## src/hw/ebad_pkg.sv

```systemverilog
// package of constants for the external bus area decoder
// Behaviour
// - advanced mode: 16 MB split into eight areas
// - normal mode: 64 KB inside area 0 only
// - areas 0-3 drive active-low chip select
// - normal mode: only area 0 select produced
// - width bit 0 is 16-bit, 1 is 8-bit
// - 8-bit bus mode only when all areas 8-bit
// - state bit 0 two states, 1 three states
// - burst ROM area: one or two states
// - two-state space inserts no waits
// - three-state space: waits from two bits
// - on-chip accesses use fixed width and states
// - reset: basic interface, three-state, width by mode
// - advanced area 0 external except on-chip ROM
// - only area 0 may be burst ROM
// - areas 0-6 sized by partition unit
// - area 7 takes remaining top of range
// - RAM range external when RAM disabled
// - normal mode excludes RAM, I/O, enabled ROM
// - chip select drives only when direction set
// - one state is one clock period
// - on-chip memory: one state, 16-bit path
// - partition unit: 0 small, 1 large, resets 1
package ebad_pkg;
	localparam int          AREA_NUM       = 8;
	localparam int          CS_NUM         = 4;
	localparam int          ADDR_W         = 24;
	// on-chip map in advanced mode
	localparam logic [23:0] ADV_ROM_END    = 24'h01ffff;
	localparam logic [23:0] ADV_RAM_BASE   = 24'hffec00;
	localparam logic [23:0] ADV_RAM_END    = 24'hfffbff;
	localparam logic [23:0] ADV_IO_BASE    = 24'hfffc00;
	// on-chip map in normal mode
	localparam logic [15:0] NRM_ROM_END    = 16'h7fff;
	localparam logic [15:0] NRM_RAM_BASE   = 16'hec00;
	localparam logic [15:0] NRM_RAM_END    = 16'hfbff;
	localparam logic [15:0] NRM_IO_BASE    = 16'hfc00;
	// unit-size index fields
	localparam int          IDX_LARGE_LSB  = 21;
	localparam int          IDX_SMALL_LSB  = 17;
	localparam int          SMALL_TOP_LSB  = 20;
	// reset values
	localparam logic [7:0]  STATE_RST      = 8'hff;
	localparam logic [7:0]  WAIT_RST       = 8'hff;
	localparam logic        UNIT_RST       = 1'h1;
	localparam logic        RAM_EN_RST     = 1'h1;
	localparam logic        BURST_RST      = 1'h0;
	localparam logic        BURST_TWO_RST  = 1'h1;
	// state counts and top area index
	localparam logic [2:0]  MEM_STATES     = 3'h1;
	localparam logic [2:0]  IO_STATES      = 3'h2;
	localparam logic [2:0]  TWO_STATES     = 3'h2;
	localparam logic [2:0]  THREE_STATES   = 3'h3;
	localparam logic [2:0]  BURST1_STATES  = 3'h1;
	localparam logic [2:0]  BURST2_STATES  = 3'h2;
	localparam logic [2:0]  AREA_TOP       = 3'h7;
endpackage

```

## src/hw/ebad_area_spec.sv

```systemverilog
// per-area bus specification: width, access states and program waits of one area
`timescale 1ns/10ps
module ebad_area_spec (
	// area setting bits
	input  wire logic       areaWidthBit,
	input  wire logic       areaStateBit,
	input  wire logic       areaWaitHiBit,
	input  wire logic       areaWaitLoBit,
	// resolved specification
	output logic            is8Bit,
	output logic [2:0]      accessStates,
	output logic [2:0]      waitStates
);
	assign is8Bit       = areaWidthBit;
	assign accessStates = areaStateBit ? ebad_pkg::THREE_STATES : ebad_pkg::TWO_STATES;
	// a two-state space ignores the wait bits entirely
	assign waitStates   = areaStateBit ? {1'b0, areaWaitHiBit, areaWaitLoBit} : 3'h0;
endmodule

```

## src/hw/ebad_decoder.sv

```systemverilog
// external bus area decoder: address to area, on-chip/external split, cycle length and chip selects
`timescale 1ns/10ps
module ebad_decoder (
	// clock and reset
	input  wire logic        sys_clk,
	input  wire logic        nrst,
	// operating mode straps
	input  wire logic        advancedMode,
	input  wire logic        romEnable,
	input  wire logic        busWidth8Strap,
	// configuration load
	input  wire logic        cfgLoad,
	input  wire logic [7:0]  cfgAreaWidth,
	input  wire logic [7:0]  cfgAreaState,
	input  wire logic [7:0]  cfgWaitHigh,
	input  wire logic [7:0]  cfgWaitLow,
	input  wire logic        cfgPartitionUnit,
	input  wire logic        cfgRamEnable,
	input  wire logic        cfgBurstRom,
	input  wire logic        cfgBurstTwoState,
	input  wire logic [3:0]  cfgCsDirection,
	// access request from internal masters
	input  wire logic        reqValid,
	input  wire logic [23:0] reqAddr,
	// access answer
	output logic             busy,
	output logic             accessDone,
	output logic [2:0]       accessArea,
	output logic             accessExternal,
	output logic             access8Bit,
	output logic             accessBurst,
	output logic [2:0]       accessStates,
	output logic [2:0]       accessWaits,
	// bus mode and configuration state
	output logic             busMode8Bit,
	output logic             partitionUnit,
	output logic             ramEnabled,
	// chip select pins
	output logic [3:0]       chipSelOut_n,
	output logic [3:0]       chipSelOe
);
	////////////////////////////////////////////////////////////////////////////////
	// configuration state
	logic [7:0]  areaWidth_r;
	logic [7:0]  areaState_r;
	logic [7:0]  waitHigh_r;
	logic [7:0]  waitLow_r;
	logic        unit_r;
	logic        ramEn_r;
	logic        burst_r;
	logic        burstTwo_r;
	logic [3:0]  csDir_r;
	logic        strapDone_r;

	// width and chip select direction depend on straps, which may not be sampled under async reset,
	// so they are taken on the first edge after release
	always_ff @(posedge sys_clk or negedge nrst) begin
		if (!nrst) begin
			areaWidth_r <= 8'h00;
			areaState_r <= ebad_pkg::STATE_RST;
			waitHigh_r  <= ebad_pkg::WAIT_RST;
			waitLow_r   <= ebad_pkg::WAIT_RST;
			unit_r      <= ebad_pkg::UNIT_RST;
			ramEn_r     <= ebad_pkg::RAM_EN_RST;
			burst_r     <= ebad_pkg::BURST_RST;
			burstTwo_r  <= ebad_pkg::BURST_TWO_RST;
			csDir_r     <= 4'h0;
			strapDone_r <= 1'b0;
		end else if (!strapDone_r) begin
			strapDone_r <= 1'b1;
			areaWidth_r <= {8{busWidth8Strap}};
			csDir_r     <= {3'h0, ~romEnable};
		end else if (cfgLoad) begin
			areaWidth_r <= cfgAreaWidth;
			areaState_r <= cfgAreaState;
			waitHigh_r  <= cfgWaitHigh;
			waitLow_r   <= cfgWaitLow;
			unit_r      <= cfgPartitionUnit;
			ramEn_r     <= cfgRamEnable;
			burst_r     <= cfgBurstRom;
			burstTwo_r  <= cfgBurstTwoState;
			csDir_r     <= cfgCsDirection;
		end
	end

	////////////////////////////////////////////////////////////////////////////////
	// per-area specification
	logic [7:0]  specIs8;
	logic [2:0]  specStates [8];
	logic [2:0]  specWaits  [8];

	for (genvar i = 0; i < ebad_pkg::AREA_NUM; i++) begin : gArea
		ebad_area_spec uSpec (
			.areaWidthBit  (areaWidth_r[i]),
			.areaStateBit  (areaState_r[i]),
			.areaWaitHiBit (waitHigh_r[i]),
			.areaWaitLoBit (waitLow_r[i]),
			.is8Bit        (specIs8[i]),
			.accessStates  (specStates[i]),
			.waitStates    (specWaits[i])
		);
	end

	////////////////////////////////////////////////////////////////////////////////
	// address decode
	logic [2:0]  areaNxt;
	logic        onRom;
	logic        onRam;
	logic        onIo;
	logic        extNxt;
	logic        burstNxt;
	logic        is8Nxt;
	logic [2:0]  statesNxt;
	logic [2:0]  waitsNxt;

	always_comb begin
		if (!advancedMode)
			areaNxt = 3'h0;
		else if (unit_r)
			areaNxt = reqAddr[ebad_pkg::IDX_LARGE_LSB +: 3];
		else if (reqAddr[ebad_pkg::ADDR_W-1:ebad_pkg::SMALL_TOP_LSB] != 4'h0)
			areaNxt = ebad_pkg::AREA_TOP;
		else
			areaNxt = reqAddr[ebad_pkg::IDX_SMALL_LSB +: 3];
	end

	// normal mode sees only the low 16 address bits
	always_comb begin
		if (advancedMode) begin
			onRom = romEnable && (reqAddr <= ebad_pkg::ADV_ROM_END);
			onRam = ramEn_r && (reqAddr >= ebad_pkg::ADV_RAM_BASE) && (reqAddr <= ebad_pkg::ADV_RAM_END);
			onIo  = (reqAddr >= ebad_pkg::ADV_IO_BASE);
		end else begin
			onRom = romEnable && (reqAddr[15:0] <= ebad_pkg::NRM_ROM_END);
			onRam = ramEn_r && (reqAddr[15:0] >= ebad_pkg::NRM_RAM_BASE)
				&& (reqAddr[15:0] <= ebad_pkg::NRM_RAM_END);
			onIo  = (reqAddr[15:0] >= ebad_pkg::NRM_IO_BASE);
		end
	end

	always_comb begin
		extNxt   = !(onRom || onRam || onIo);
		// normal mode may take burst ROM for all its space, advanced only area 0
		burstNxt = extNxt && burst_r && (!advancedMode || areaNxt == 3'h0);
		if (onRom || onRam) begin
			is8Nxt    = 1'b0;
			statesNxt = ebad_pkg::MEM_STATES;
			waitsNxt  = 3'h0;
		end else if (onIo) begin
			is8Nxt    = 1'b0;
			statesNxt = ebad_pkg::IO_STATES;
			waitsNxt  = 3'h0;
		end else if (burstNxt) begin
			is8Nxt    = 1'b0;
			statesNxt = burstTwo_r ? ebad_pkg::BURST2_STATES : ebad_pkg::BURST1_STATES;
			waitsNxt  = 3'h0;
		end else begin
			is8Nxt    = specIs8[areaNxt];
			statesNxt = specStates[areaNxt];
			waitsNxt  = specWaits[areaNxt];
		end
	end

	////////////////////////////////////////////////////////////////////////////////
	// cycle timing: one count per clock, one clock per state
	logic [2:0]  left_r;
	logic        busy_r;
	logic        done_r;
	logic [2:0]  area_r;
	logic        ext_r;
	logic        is8_r;
	logic        burstAcc_r;
	logic [2:0]  states_r;
	logic [2:0]  waits_r;
	logic        take;
	logic [2:0]  totalStates;

	assign take        = reqValid && !busy_r && strapDone_r;
	assign totalStates = statesNxt + waitsNxt;

	always_ff @(posedge sys_clk or negedge nrst) begin
		if (!nrst) begin
			busy_r <= 1'b0;
			left_r <= 3'h0;
			done_r <= 1'b0;
		end else begin
			done_r <= busy_r && (left_r == 3'h0);
			if (take) begin
				busy_r <= 1'b1;
				left_r <= totalStates - 3'h1;
			end else if (busy_r) begin
				if (left_r == 3'h0)
					busy_r <= 1'b0;
				else
					left_r <= left_r - 3'h1;
			end
		end
	end

	always_ff @(posedge sys_clk or negedge nrst) begin
		if (!nrst) begin
			area_r     <= 3'h0;
			ext_r      <= 1'b0;
			is8_r      <= 1'b0;
			burstAcc_r <= 1'b0;
			states_r   <= 3'h0;
			waits_r    <= 3'h0;
		end else if (take) begin
			area_r     <= areaNxt;
			ext_r      <= extNxt;
			is8_r      <= is8Nxt;
			burstAcc_r <= burstNxt;
			states_r   <= statesNxt;
			waits_r    <= waitsNxt;
		end
	end

	////////////////////////////////////////////////////////////////////////////////
	// bus mode and chip selects
	logic        busMode8_r;
	logic [3:0]  csOut_r;
	logic [3:0]  csOe_r;
	logic [3:0]  csActNxt;

	always_ff @(posedge sys_clk or negedge nrst) begin
		if (!nrst)
			busMode8_r <= 1'b0;
		else
			busMode8_r <= (&areaWidth_r) && !burst_r;
	end

	// selects follow the cycle; between back-to-back cycles in the same area the select returns high for one clock
	always_comb begin
		csActNxt = 4'h0;
		if (take && extNxt && areaNxt < 3'h4 && (advancedMode || areaNxt == 3'h0))
			csActNxt[areaNxt[1:0]] = 1'b1;
		else if (busy_r && !(left_r == 3'h0))
			csActNxt = ~csOut_r;
	end

	always_ff @(posedge sys_clk or negedge nrst) begin
		if (!nrst) begin
			csOut_r <= 4'hf;
			csOe_r  <= 4'h0;
		end else begin
			csOut_r <= ~csActNxt;
			csOe_r  <= advancedMode ? csDir_r : {3'h0, csDir_r[0]};
		end
	end

	assign busy           = busy_r;
	assign accessDone     = done_r;
	assign accessArea     = area_r;
	assign accessExternal = ext_r;
	assign access8Bit     = is8_r;
	assign accessBurst    = burstAcc_r;
	assign accessStates   = states_r;
	assign accessWaits    = waits_r;
	assign busMode8Bit    = busMode8_r;
	assign partitionUnit  = unit_r;
	assign ramEnabled     = ramEn_r;
	assign chipSelOut_n   = csOut_r;
	assign chipSelOe      = csOe_r;
endmodule

```

## config.mk

```make
export PLATFORM = sky130hd
export DESIGN_NAME = ebad_decoder
export DESIGN_NICKNAME = d
export VERILOG_FILES = /design/src/hw/ebad_pkg.sv /design/src/hw/ebad_area_spec.sv /design/src/hw/ebad_decoder.sv
export SDC_FILE = /design/constraint.sdc
export NUM_CORES = 1
export LEC_CHECK = 0
export ABC_AREA = 1
export BUFFER_PORTS_ARGS = -buffer_cell sky130_fd_sc_hd__buf_2
export CORE_MARGIN = 2
export CORE_UTILIZATION = 41
export CTS_BUF_LIST = sky130_fd_sc_hd__clkbuf_8
export DETAILED_ROUTE_END_ITERATION = 10
export GPL_TIMING_DRIVEN = 0
export HOLD_SLACK_MARGIN = 0.12
export MAX_ROUTING_LAYER = met4
export PLACE_DENSITY = 0.66
export REMOVE_ABC_BUFFERS = 1
export SYNTH_ARGS = -nofsm -noshare
export SYNTH_HDL_FRONTEND = slang
export SYNTH_SLANG_ARGS = --single-unit
```

## constraint.sdc

```tcl
create_clock -name sys_clk -period 4.5 [get_ports sys_clk]
set_input_delay 0.45 -clock sys_clk [delete_from_list [all_inputs] [get_ports sys_clk]]
set_output_delay 0.45 -clock sys_clk [all_outputs]
set_load 0.01 [all_outputs]
```

Word level (Yosys, flattened, before mapping)
Cells that the tools add are included.
Storage, ports and cells
  flip-flop bits (word level): 67
  output and inout bits: 25
  logic and storage cells: 132
Operators by class
  add/sub/neg operators: 3
  $lt $le $gt $ge: 13
  equal/unequal tests: 2
  multiplexer cells: 55
  bitwise operators: 4
  reduce and logical (&&, ||, !) cells: 33
Operator list (count)
  $ge A24 B24 Y1 const B: 2
  $mux W3: 16
  $ge A16 B16 Y1 const B: 2
  $le A24 B17 Y1 const B: 1
  $le A24 B24 Y1 const B: 1
  $mux W4: 5
  $mux W1: 19
  $bmux W3 S3: 2
  $mux W2: 9
  $logic_and A1 B1 Y1: 17
  $le A16 B15 Y1 const B: 1
  $le A16 B16 Y1 const B: 1
  $mux W8: 2
  $not A4 Y4: 2
  $reduce_and A8 Y1: 1
  $logic_not A3 Y1: 2
  $sub A3 B1 Y3 const B: 2
  $logic_not A1 Y1: 5
  $ge A4 B4 Y1 const B: 1
  $logic_or A1 B1 Y1: 4
  $lt A3 B4 Y1 const B: 1
  $ne A2 B2 Y1 const B: 2
  $not A3 Y4: 1
  $reduce_and A2 Y1: 2
  9 further kinds: 9

Logic depth before layout (Yosys ltp)
Gate-level depths: netlist of run 1.
  depth after elaboration: 15
  depth in mapped cells: 19

Modules after synthesis
From an unflattened synthesis of run 1, not the netlist that was laid out.
Unflattened totals
  cells, all modules: 524
  area total of the unflattened synthesis: 4201.5 um^2
Modules (own cells, without submodules)
  ebad_decoder: instances 1, cells each 436, area each 3721.1 um^2, seq. area each 1715.4 um^2
  ebad_area_spec: instances 8, cells each 11, area each 60.1 um^2, seq. area each 0.0 um^2

Least setup slack after synthesis of run 1
OpenSTA, ideal clock, no wires.
  path kind: register -> register
  start point: register unit_r (netlist: partitionUnit)
  end point: register left_r[2]
  library setup time: 137 ps
  data arrival time: 2277 ps
  required time: 4363 ps
  slack: 2086 ps
  cell stages (with the launch flop): 18
  path buffers: 1
  clock period less this slack: 2414 ps
  cell sequence: dfstp_2 -> inv_2 -> nor2_1 -> nor2_4 -> nand2_4 -> buf_6 -> nor2_2 -> a22oi_2 -> nand2_1 -> nand2_1 -> nand3_1 -> ha_1 -> inv_1 -> ha_1 -> xnor2_1 -> nand2_1 -> a21oi_1 -> a31oi_1
On the way
  cells in the longest elaborated chain, start to end: 12
  elaborated cells on any way between the ends: 21
  classes of those cells: add/sub (2); mux (15); bitwise (1); reduce/logical (3)
Ends and longest elaborated chain
  from (decl): line ebad_decoder.sv:48  | logic unit_r;
  from (signal assigned): line ebad_decoder.sv:63  | unit_r <= ebad_pkg::UNIT_RST;
  from (signal assigned): line ebad_decoder.sv:78  | unit_r <= cfgPartitionUnit;
  $mux W3 *: line ebad_decoder.sv:119  | else if (unit_r)
  $mux W3 *: line ebad_decoder.sv:117  | if (!advancedMode)
  $not A3 Y4 (not written as such): line ebad_decoder.sv:159, ebad_decoder.sv:160
  $bmux W3 S3, on equally long branches: line ebad_decoder.sv:159, ebad_decoder.sv:160
  $mux W3, on equally long branches (2 in series): line ebad_decoder.sv:159, ebad_decoder.sv:160
  $mux W3: line ebad_decoder.sv:153  | end else if (burstNxt) begin
  $mux W3: line ebad_decoder.sv:149  | end else if (onIo) begin
  $mux W3: line ebad_decoder.sv:145  | if (onRom || onRam) begin
  $add A3 B3 Y3 *: line ebad_decoder.sv:179  | assign totalStates = statesNxt + waitsNxt;
  $sub A3 B1 Y3 *: line ebad_decoder.sv:190  | left_r <= totalStates - 3'h1;
  $mux W3 *: line ebad_decoder.sv:188  | if (take) begin
  to (signal assigned): line ebad_decoder.sv:190
  to (signal assigned): line ebad_decoder.sv:195  | left_r <= left_r - 3'h1;
  to (decl): line ebad_decoder.sv:166  | logic [2:0] left_r;
Mark *: on every way between the ends. The rest lies on a longest branch, timed or not. The select of a mux whose other input is x is not followed.
A chain may end at the register's enable or synchronous reset.

Worst setup path after layout of run 1
Ends and elaborated chain as after synthesis.

==> flow_summary.ini, run 1 <==
[timing]
fin_ws_ns = 1.570
tightest_slew_ns = 0.8216
final-hold-violation-count = 0
finClkSkew_ns = 0.007447
fmax_mhz = 341.3
fin_crit_sh = 0.6512
tns_ns = 0
setup_viol = 0
relSlewSlack = 0.4509
grt_setup_unrepaired = false
hold-worst-slack_ns = 0.1170
slew_violations = 0
period_needed_ns = 2.930

[synth]
synth_cells = 405
post-synth-top-count-cell = nand2_1
dominantRegCellSynth = dfrtp_1
synth_async_sr_flop_share = 1.000
synth_top_area_cell = dfrtp_1
ys_top_cells_by_area = dfrtp_1 26%, dfstp_2 25%, nand2_1 19%
synth_edf_count = 0
synth_area_per_cell_sq_um = 8.039
ys_seq_elements = 65
ys_warn_count = 0
yosysUniqueCellTypes = 37
yosysSeqAreaShare = 0.5115
synth.cell_area_sq_mm = 0.003256
netlist_top_cells_count = 168 x nand2_1, 34 x dfrtp_1, 31 x dfstp_2
synth_top_area_share = 0.2613

[global_route]
grt_pass1_wl_um = 12890
grt_max_degree = 47
grt_util_all_layers = 0.1920
grt_pass1_vias = 2810
antenna_found_initial = 0
grt-ovfl-total = 0

[layout]
n_fill_cell = 755
area_delta_synth_final_pct = 21.68
drive_above_1_share = 0.3089
n_antenna_cell = 0
stdcell_count = 594
final_nets = 563
stdcell_area_sq_mm = 0.003961
final_util = 0.5126

[routing]
via_per_inst = 4.781
drc = 0
drtPass1Iterations = 4
wl_um = 7533
wl_per_cell_um = 12.68
vias = 2840
drt_iter0_markers = 110
ant_nets = 0

[power_and_ir_drop]
vdd.ir_drop.worst_mv = 0.2230
power.total_mw = 1.751
p_per_area_mw_per_mm2 = 442.1
p_leak_nw = 2.061

[clock_network]
clock_path_buffers = 2
numCtsBuffers = 9
cts-resized-gates = 0
cts.sink_count = 65
cts_tree = built
cts.reportedPaths.clkPinSlew_ns = 0.07
cts_root_buf = clkbuf_8
clk-insertion-delay-late_ns = 0.34
post_cts_buffers = 0
cts_max_level = 3
ctsHoldBuffers = 0

[placement]
place_hpwl_um = 5494
dp_cells = 578
pre_cts_slack_ns = 1.439
place_area_sq_mm = 0.003742
gp_congestion = 0.8966
portBuffers = 83

[floorplan]
row_count = 32
initial_core_util = 0.4213
die_w_um = 93.11
core_area_sq_mm = 0.007727
dieHeight_um = 93.11
ios = 96
die_area_sq_mm = 0.008669

[hold_path]
hp-class = input pin to async pin

[critical_path]
endpoint_kind = register
critPathKind = register to register
critPathMaxFanout = 11
critPathLaunchType = register
crit_chain = inv_2, nor2_1, nor2_1, nand2_1, nand2_2, nor2_1, nand2_2, nor2_2, nor2_2, inv_2, ha_1, inv_1, ha_1, xnor2_1, nand2_1, a21oi_1, a31oi_1
path_buf_inv = 3
timing.critical_path.mode_cell = nor2_1
worstPathArrival_ns = 3.12
crit_slowest_cell = dfstp_2
worstPathRequired_ns = 4.69
critical-path-max-stage-delay_ns = 0.56
cp_top_family = simple AND/OR/NAND/NOR gates

[flow_run]
drv_cap = 0

[outcome]
status = finished clean
[cell type report]
class	count	area [sq um]	share of cell area
multi-input combinational	292	1378	0.3478
tap	102	127.6	0.03222
inverter	35	136.4	0.03443
clock buffer	9	123.9	0.03127
sequential	65	1665	0.4204
timing repair buffer	84	435.4	0.1099
clock inverter	7	95.09	0.02401
[power breakdown]
group / switching [mW] / internal (mW) / leakage (nW)
clock: 0.227 / 0.311 / 0.109
combinational: 0.261 / 0.167 / 1.20
sequential: 0.0662 / 0.718 / 0.751
[kinds of logic (layout without fill, tap and decap cells)]
family / Yosys count / after routing / share of synthesized area
flip-flops: 65 / 65 / 0.5115
adder cells (fa/ha/maj): 5 / 5 / 0.01922
other: 2 / 3 / 0.002307
AO/OA/AOI/OAI: 52 / 52 / 0.09801
XOR/XNOR: 1 / 1 / 0.002691
buffers and inverters: 49 / 135 / 0.06648
AND/OR/NAND/NOR: 231 / 231 / 0.2998
[per-layer routing]
metal / wire length, um / up-vias / global-route usage
met5: 0 / - / -
met4: 138 / 0 / 0.06250
met3: 413 / 15 / 0.04512
met2: 3624 / 82 / 0.3050
met1: 3357 / 1290 / 0.2446
li1: - / 1453 / -
[worst reg2reg max path: stages, from the launching register on]
cell     delay (ns)
dfstp_2        0.56
inv_2          0.06
nor2_1         0.08
nor2_1         0.05
nand2_1        0.41
nand2_2        0.19
nor2_1         0.22
nand2_2        0.13
nor2_2         0.11
nor2_2         0.05
inv_2          0.07
ha_1           0.22
inv_1          0.06
ha_1           0.16
xnor2_1        0.13
nand2_1        0.08
a21oi_1        0.14
a31oi_1        0.06
[flip-flops by register name (all words and copies together) (netlist names), 2 cells and up]
signal,flops
areaState_r,8
accessStates,2
accessArea,3
chipSelOe,4
waitLow_r,8
areaWidth_r,8
csDir_r,4
chipSelOut_n,4
waitHigh_r,8
left_r,3
accessWaits,2
[path summary, 6_finish.rpt]
check,depth (start not counted),to,start,slack (ns)
setup / recovery,17,left_r[2],partitionUnit,1.57
hold reg to reg,0,chipSelOe[0],csDir_r[0],0.38
hold / removal,1,chipSelOe[2],nrst,0.12
max in group asynchronous,2,areaState_r[0],nrst,3.69
setup reg to reg,17,left_r[2],partitionUnit,1.57
min in group sys_clk,3,waitHigh_r[5],cfgWaitHigh[5],0.30
[cells in the final DEF, fill, tap and decap left out, drive strengths merged]
cell | Yosys | final
a22o | 3 | 3
o2111ai | 2 | 2
o211ai | 8 | 8
bufinv | 0 | 2
nor2 | 28 | 28
a21boi | 1 | 1
a22oi | 1 | 1
buf | 7 | 84
clkinvlp | 0 | 1
nand4 | 7 | 7
nor3 | 2 | 2
dfrtp | 34 | 34
nand3 | 19 | 19
a31oi | 2 | 2
dfstp | 31 | 31
xnor2 | 1 | 1
nand3b | 3 | 3
ha | 5 | 5
conb | 2 | 3
o21ai | 18 | 18
a21oi | 17 | 17
nand2 | 172 | 172
clkbuf | 7 | 9
clkinv | 1 | 5
inv | 34 | 34
(Power assumes the default switching activity.)
==> inputs of run 2 (changes only) <==
PLACE_DENSITY = 0.68   (was 0.66)
clock period = 2.6 ns   (was 4.5 ns; I/O delays follow)
==> flow_summary.ini, run 2 (same netlist as run 1, synthesis figures left out) <==
[power_and_ir_drop]
power.share.combinational = 0.279
power_frac_seq = 0.427
vdd.ir_drop.worst_mv = 0.3022
switching_power_uw = 994.7
switching_share = 0.3140
p_leak_nw = 2.287
p_int_mw = 2.173
p_per_area_mw_per_mm2 = 708.1
clockPowerShare = 0.295

[floorplan]
die_area_sq_mm = 0.008669
die_w_um = 93.11
initial_core_util = 0.4213
ios = 96
row_count = 32
dieHeight_um = 93.11
core_area_sq_mm = 0.007727

[critical_path]
r2r_end = left_r[1]
crit_slowest_cell = dfstp_2
regToRegStartpoint = partitionUnit
critical-path-max-stage-delay_ns = 0.58
crit_chain = inv_4, nor2_4, nor2_4, nand2_4, buf_4, nand2_1, a21oi_2, o21ai_2, nand3_1, ha_1, inv_1, ha_4, o21ai_0, o21ai_0
worstPathRequired_ns = 2.81
worstPathArrival_ns = 2.75
critPathKind = register to register
endpoint_kind = register
critPathLaunchType = register
rrSetupSlack_ns = 0.06
r2r_cells = 14
critPathMaxFanout = 6

[timing]
fmax_mhz = 393.4
period_needed_ns = 2.542
tns_ns = 0
final-hold-violation-count = 0
tightest_slew_ns = 0.8199
fin_crit_sh = 0.9778
setup_viol = 0
hold-worst-slack_ns = 0.1294
finClkSkew_ns = 0.009077
grt_setup_unrepaired = true
relSlewSlack = 0.4534
slew_violations = 0

[layout]
area_delta_synth_final_pct = 37.39
final_common_cell = nand2_1
final_nets = 609
layout_common_cells = 166 x nand2_1, 82 x buf_2, 34 x dfrtp_1
n_antenna_cell = 0
drive_above_1_share = 0.3550

[global_route]
antenna_found_initial = 0
grt_pass1_vias = 3061
grt_pass1_wl_um = 13940
grt-ovfl-total = 0
grt_max_degree = 66
grt_util_all_layers = 0.2085

[clock_network]
clk-insertion-delay-late_ns = 0.34
numCtsBuffers = 9
clock_path_buffers = 2
cts_tree = built
cts_max_level = 3
cts.sink_count = 65
cts.reportedPaths.clkPinSlew_ns = 0.07
cts_root_buf = clkbuf_8

[hold_path]
hold_depth = 2
hold_start = romEnable
hp-class = input pin to register
hold_end = csDir_r[0]

[routing]
drc = 0
drt_iter0_markers = 144
via_per_inst = 4.816
drtPass1Iterations = 4
vias = 3082
wl_per_cell_um = 13.07
ant_nets = 0
wl_um = 8367

[flow_run]
drv_cap = 0

[placement]
place_hpwl_um = 5495
gp_congestion = 0.8651
portBuffers = 83

[outcome]
status = finished clean
-- run 2: cell count changes in the layout (fill, tap and decap cells not counted), sizes merged --
cell	change
nand2	+1
dlygate4sd3	+21
clkbuf	+1
inv	+3
clkinvlp	-1
clkinv	-3
buf	+24
-- run 2: area by class of cell --
type	count	area (sq um)
flip-flops and latches	65	1665
clock buffers	10	137.6
clock inverters	6	76.32
fillers	690	3254
inverters	35	141.4
well taps	102	127.6
repair buffers	129	827.0
multi-input cells	293	1498
-- run 2: critical path: cells and delay by family (launching register included) --
family          cells  cell delay, ns
fa+ha+maj           2            0.43
buf+inv             3            0.32
flops               1            0.58
compound gates      4            0.59
simple gates        5            0.48
-- run 2: worst max path at each step --
stage | start | to | slack [ns] | depth (start not counted)
floorplan | partitionUnit | left_r[2] | 0.08 | 17
global placement | partitionUnit | left_r[2] | -0.20 | 17
detailed placement | reqAddr[22] | left_r[2] | -0.26 | 17
CTS | partitionUnit | left_r[2] | 0.01 | 17
global route | partitionUnit | left_r[2] | -0.08 | 15
finish | partitionUnit | left_r[1] | 0.06 | 14
-- run 2: per-stage QoR --
stage	power (mW)	cell area [sq um]	setup WS (ns)	util	instances
global placement	2.086	3722	-0.2016	0.4817	577
floorplan	1.818	3179	0.08414	-	392
detailed placement	2.112	3725	-0.2641	0.4820	577
finish	3.167	4473	0.05775	0.5789	640
CTS	3.094	4238	0.01282	0.5484	623
global route	3.376	4473	-0.07854	0.5789	640
-- run 2: routing by layer --
metal	GRT usage	vias up	part of all wire
li1	-	1540	-
met1	0.2642	1442	0.45
met2	0.3345	82	0.49
met3	0.03948	18	0.044
met4	0.07843	0	0.020
met5	-	-	0
-- run 2: timing repair --
| item | 4_1_cts | 5_1_grt |
|---|---|---|
| pin swaps | 4 | 19 |
| hold buffers | 21 | 0 |
| gates cloned | 0 | 1 |
| endpoints found under the hold margin | 54 | 0 |
| setup endpoints to repair | 2 | 2 |
| resized for setup | 5 | 28 |
| setup buffers | 9 | 16 |
-- run 2: power groups by stage --
| stage | sequential [mW] | clock, mW | combinational, mW |
|---|---|---|---|
| detailed placement | 1.37 | 0 | 0.745 |
| CTS | 1.35 | 0.944 | 0.798 |
| floorplan | 1.40 | 0 | 0.422 |
| global route | 1.38 | 0.993 | 1.00 |
| global placement | 1.36 | 0 | 0.723 |
| finish | 1.35 | 0.933 | 0.883 |
==> inputs of run 3 (changes only) <==
==> constraint.sdc (replaced) <==
create_clock -name sys_clk -period 2.6 [get_ports sys_clk]
set_input_delay 0.52 -clock sys_clk [delete_from_list [all_inputs] [get_ports sys_clk]]
set_output_delay 0.52 -clock sys_clk [all_outputs]
set_load 0.01 [all_outputs]
==> flow_summary.ini, run 3 (same netlist as run 1, synthesis figures left out) <==
[outcome]
status = finished clean

[critical_path]
critPathLaunch = partitionUnit
worstPathRequired_ns = 2.81
worstPathArrival_ns = 2.73
regToRegStartpoint = partitionUnit
endpoint_kind = register
critPathKind = register to register
r2r_end = left_r[1]
critPathLaunchType = register
critPathMaxFanout = 7
rrSetupSlack_ns = 0.07
r2r_cells = 14

[clock_network]
cts.reportedPaths.clkPinSlew_ns = 0.07
numCtsBuffers = 9
cts_max_level = 3
cts_tree = built
ctsHoldBuffers = 0
cts_root_buf = clkbuf_8
clk-insertion-delay-late_ns = 0.34
clock_path_buffers = 2
cts.sink_count = 65

[global_route]
grt_util_all_layers = 0.2027
grt_max_degree = 66
grt_pass1_wl_um = 13510
grt_pass1_vias = 2955
grt-ovfl-total = 0
antenna_found_initial = 0

[timing]
fmax_mhz = 395.7
slew_violations = 0
finClkSkew_ns = 0.009503
fin_crit_sh = 0.9719
final-hold-violation-count = 0
grt_setup_unrepaired = true
relSlewSlack = 0.4604
hold-worst-slack_ns = 0.2771
period_needed_ns = 2.527
tightest_slew_ns = 0.8095
setup_viol = 0

[routing]
vias = 2990
wl_um = 8103
ant_nets = 0
drt_iter0_markers = 161
wl_per_cell_um = 13.11
via_per_inst = 4.838
drc = 0
drtPass1Iterations = 5

[placement]
gp_congestion = 0.8651
place_hpwl_um = 5495
portBuffers = 83

[layout]
layout_common_cells = 163 x nand2_1, 82 x buf_2, 34 x dfrtp_1
drive_above_1_share = 0.3760
final_nets = 587
multi_input_area_sq_mm = 0.001510
regArea_sq_mm = 0.001665
n_antenna_cell = 0
n_fill_cell = 699
final_util = 0.5520
area_delta_synth_final_pct = 31.01
final_common_cell = nand2_1

[power_and_ir_drop]
vdd.ir_drop.worst_mv = 0.3510
p_leak_nw = 2.194
p_per_area_mw_per_mm2 = 735.3

[flow_run]
drv_cap = 0

[floorplan]
ios = 96
initial_core_util = 0.4213
row_count = 32
core_area_sq_mm = 0.007727
die_w_um = 93.11
die_area_sq_mm = 0.008669
dieHeight_um = 93.11

[hold_path]
hp-class = input pin to async pin
[run 3: cell types whose count changed in the layout (fill, tap and decap cells not counted)]
cell,previous run,this run
inv_2,4,6
nand2_2,4,7
nand2_1,166,163
inv_1,30,29
nor2_2,6,5
buf_4,23,22
inv_4,2,1
nor2_4,5,6
dlygate4sd3_1,21,0
[run 3: cell type report]
| type | instances | area share |
|---|---|---|
| inverters | 35 | 0.03256 |
| clock buffers | 10 | 0.03227 |
| flip-flops and latches | 65 | 0.3904 |
| repair buffers | 107 | 0.1429 |
| clock inverters | 6 | 0.01789 |
| multi-input cells | 293 | 0.3541 |
| well taps | 102 | 0.02992 |
[run 3: repair_timing]
item,in CTS,in global routing
setup endpoints to repair,2,2
resized for setup,5,30
setup buffers,9,15
pin swaps,4,17
gates cloned,0,1
[run 3: how the worst max path moves through the flow]
stage,to,cells after the start
after floorplan,left_r[2],16
after global placement,left_r[2],17
after detailed placement,left_r[2],17
after CTS,left_r[2],17
after global routing,left_r[2],15
final,left_r[1],14
[run 3: routing by layer]
metal / vias to the layer above / track usage / part of all wire
met5: - / - / 0
met4: 0 / 0.07843 / 0.023
met3: 18 / 0.03948 / 0.043
met2: 77 / 0.3182 / 0.47
met1: 1397 / 0.2613 / 0.46
li1: 1498 / - / -
[run 3: worst max-delay path, stage by stage, from the launching register on]
cell and delay, ns:
dfstp_2 0.57, inv_4 0.07, nor2_4 0.13, nor2_4 0.05, nand2_4 0.13, buf_4 0.13, nand2_1 0.07, a21oi_1 0.20
o21ai_2 0.10, nand3_1 0.09, ha_1 0.24, inv_2 0.08, ha_4 0.20, o21ai_0 0.20, o21ai_0 0.14
[run 3: power breakdown]
| part | switching [mW] | total [mW] | internal (mW) |
|---|---|---|---|
| combinational | 0.507 | 0.861 | 0.355 |
| clock | 0.369 | 0.924 | 0.554 |
| sequential | 0.108 | 1.35 | 1.24 |
[run 3: through the flow]
step | power, mW | area [sq um] | worst slack, ns | TNS (ns) | std cells
after floorplan | 1.818 | 3179 | 0.01756 | 0 | 392
after global placement | 2.086 | 3722 | -0.4458 | -0.9312 | 577
after detailed placement | 2.112 | 3725 | -0.5241 | -1.160 | 577
after CTS | 3.070 | 4028 | 0.01282 | 0 | 602
after global routing | 3.345 | 4265 | -0.04664 | -0.06101 | 618
final | 3.136 | 4265 | 0.07312 | 0 | 618
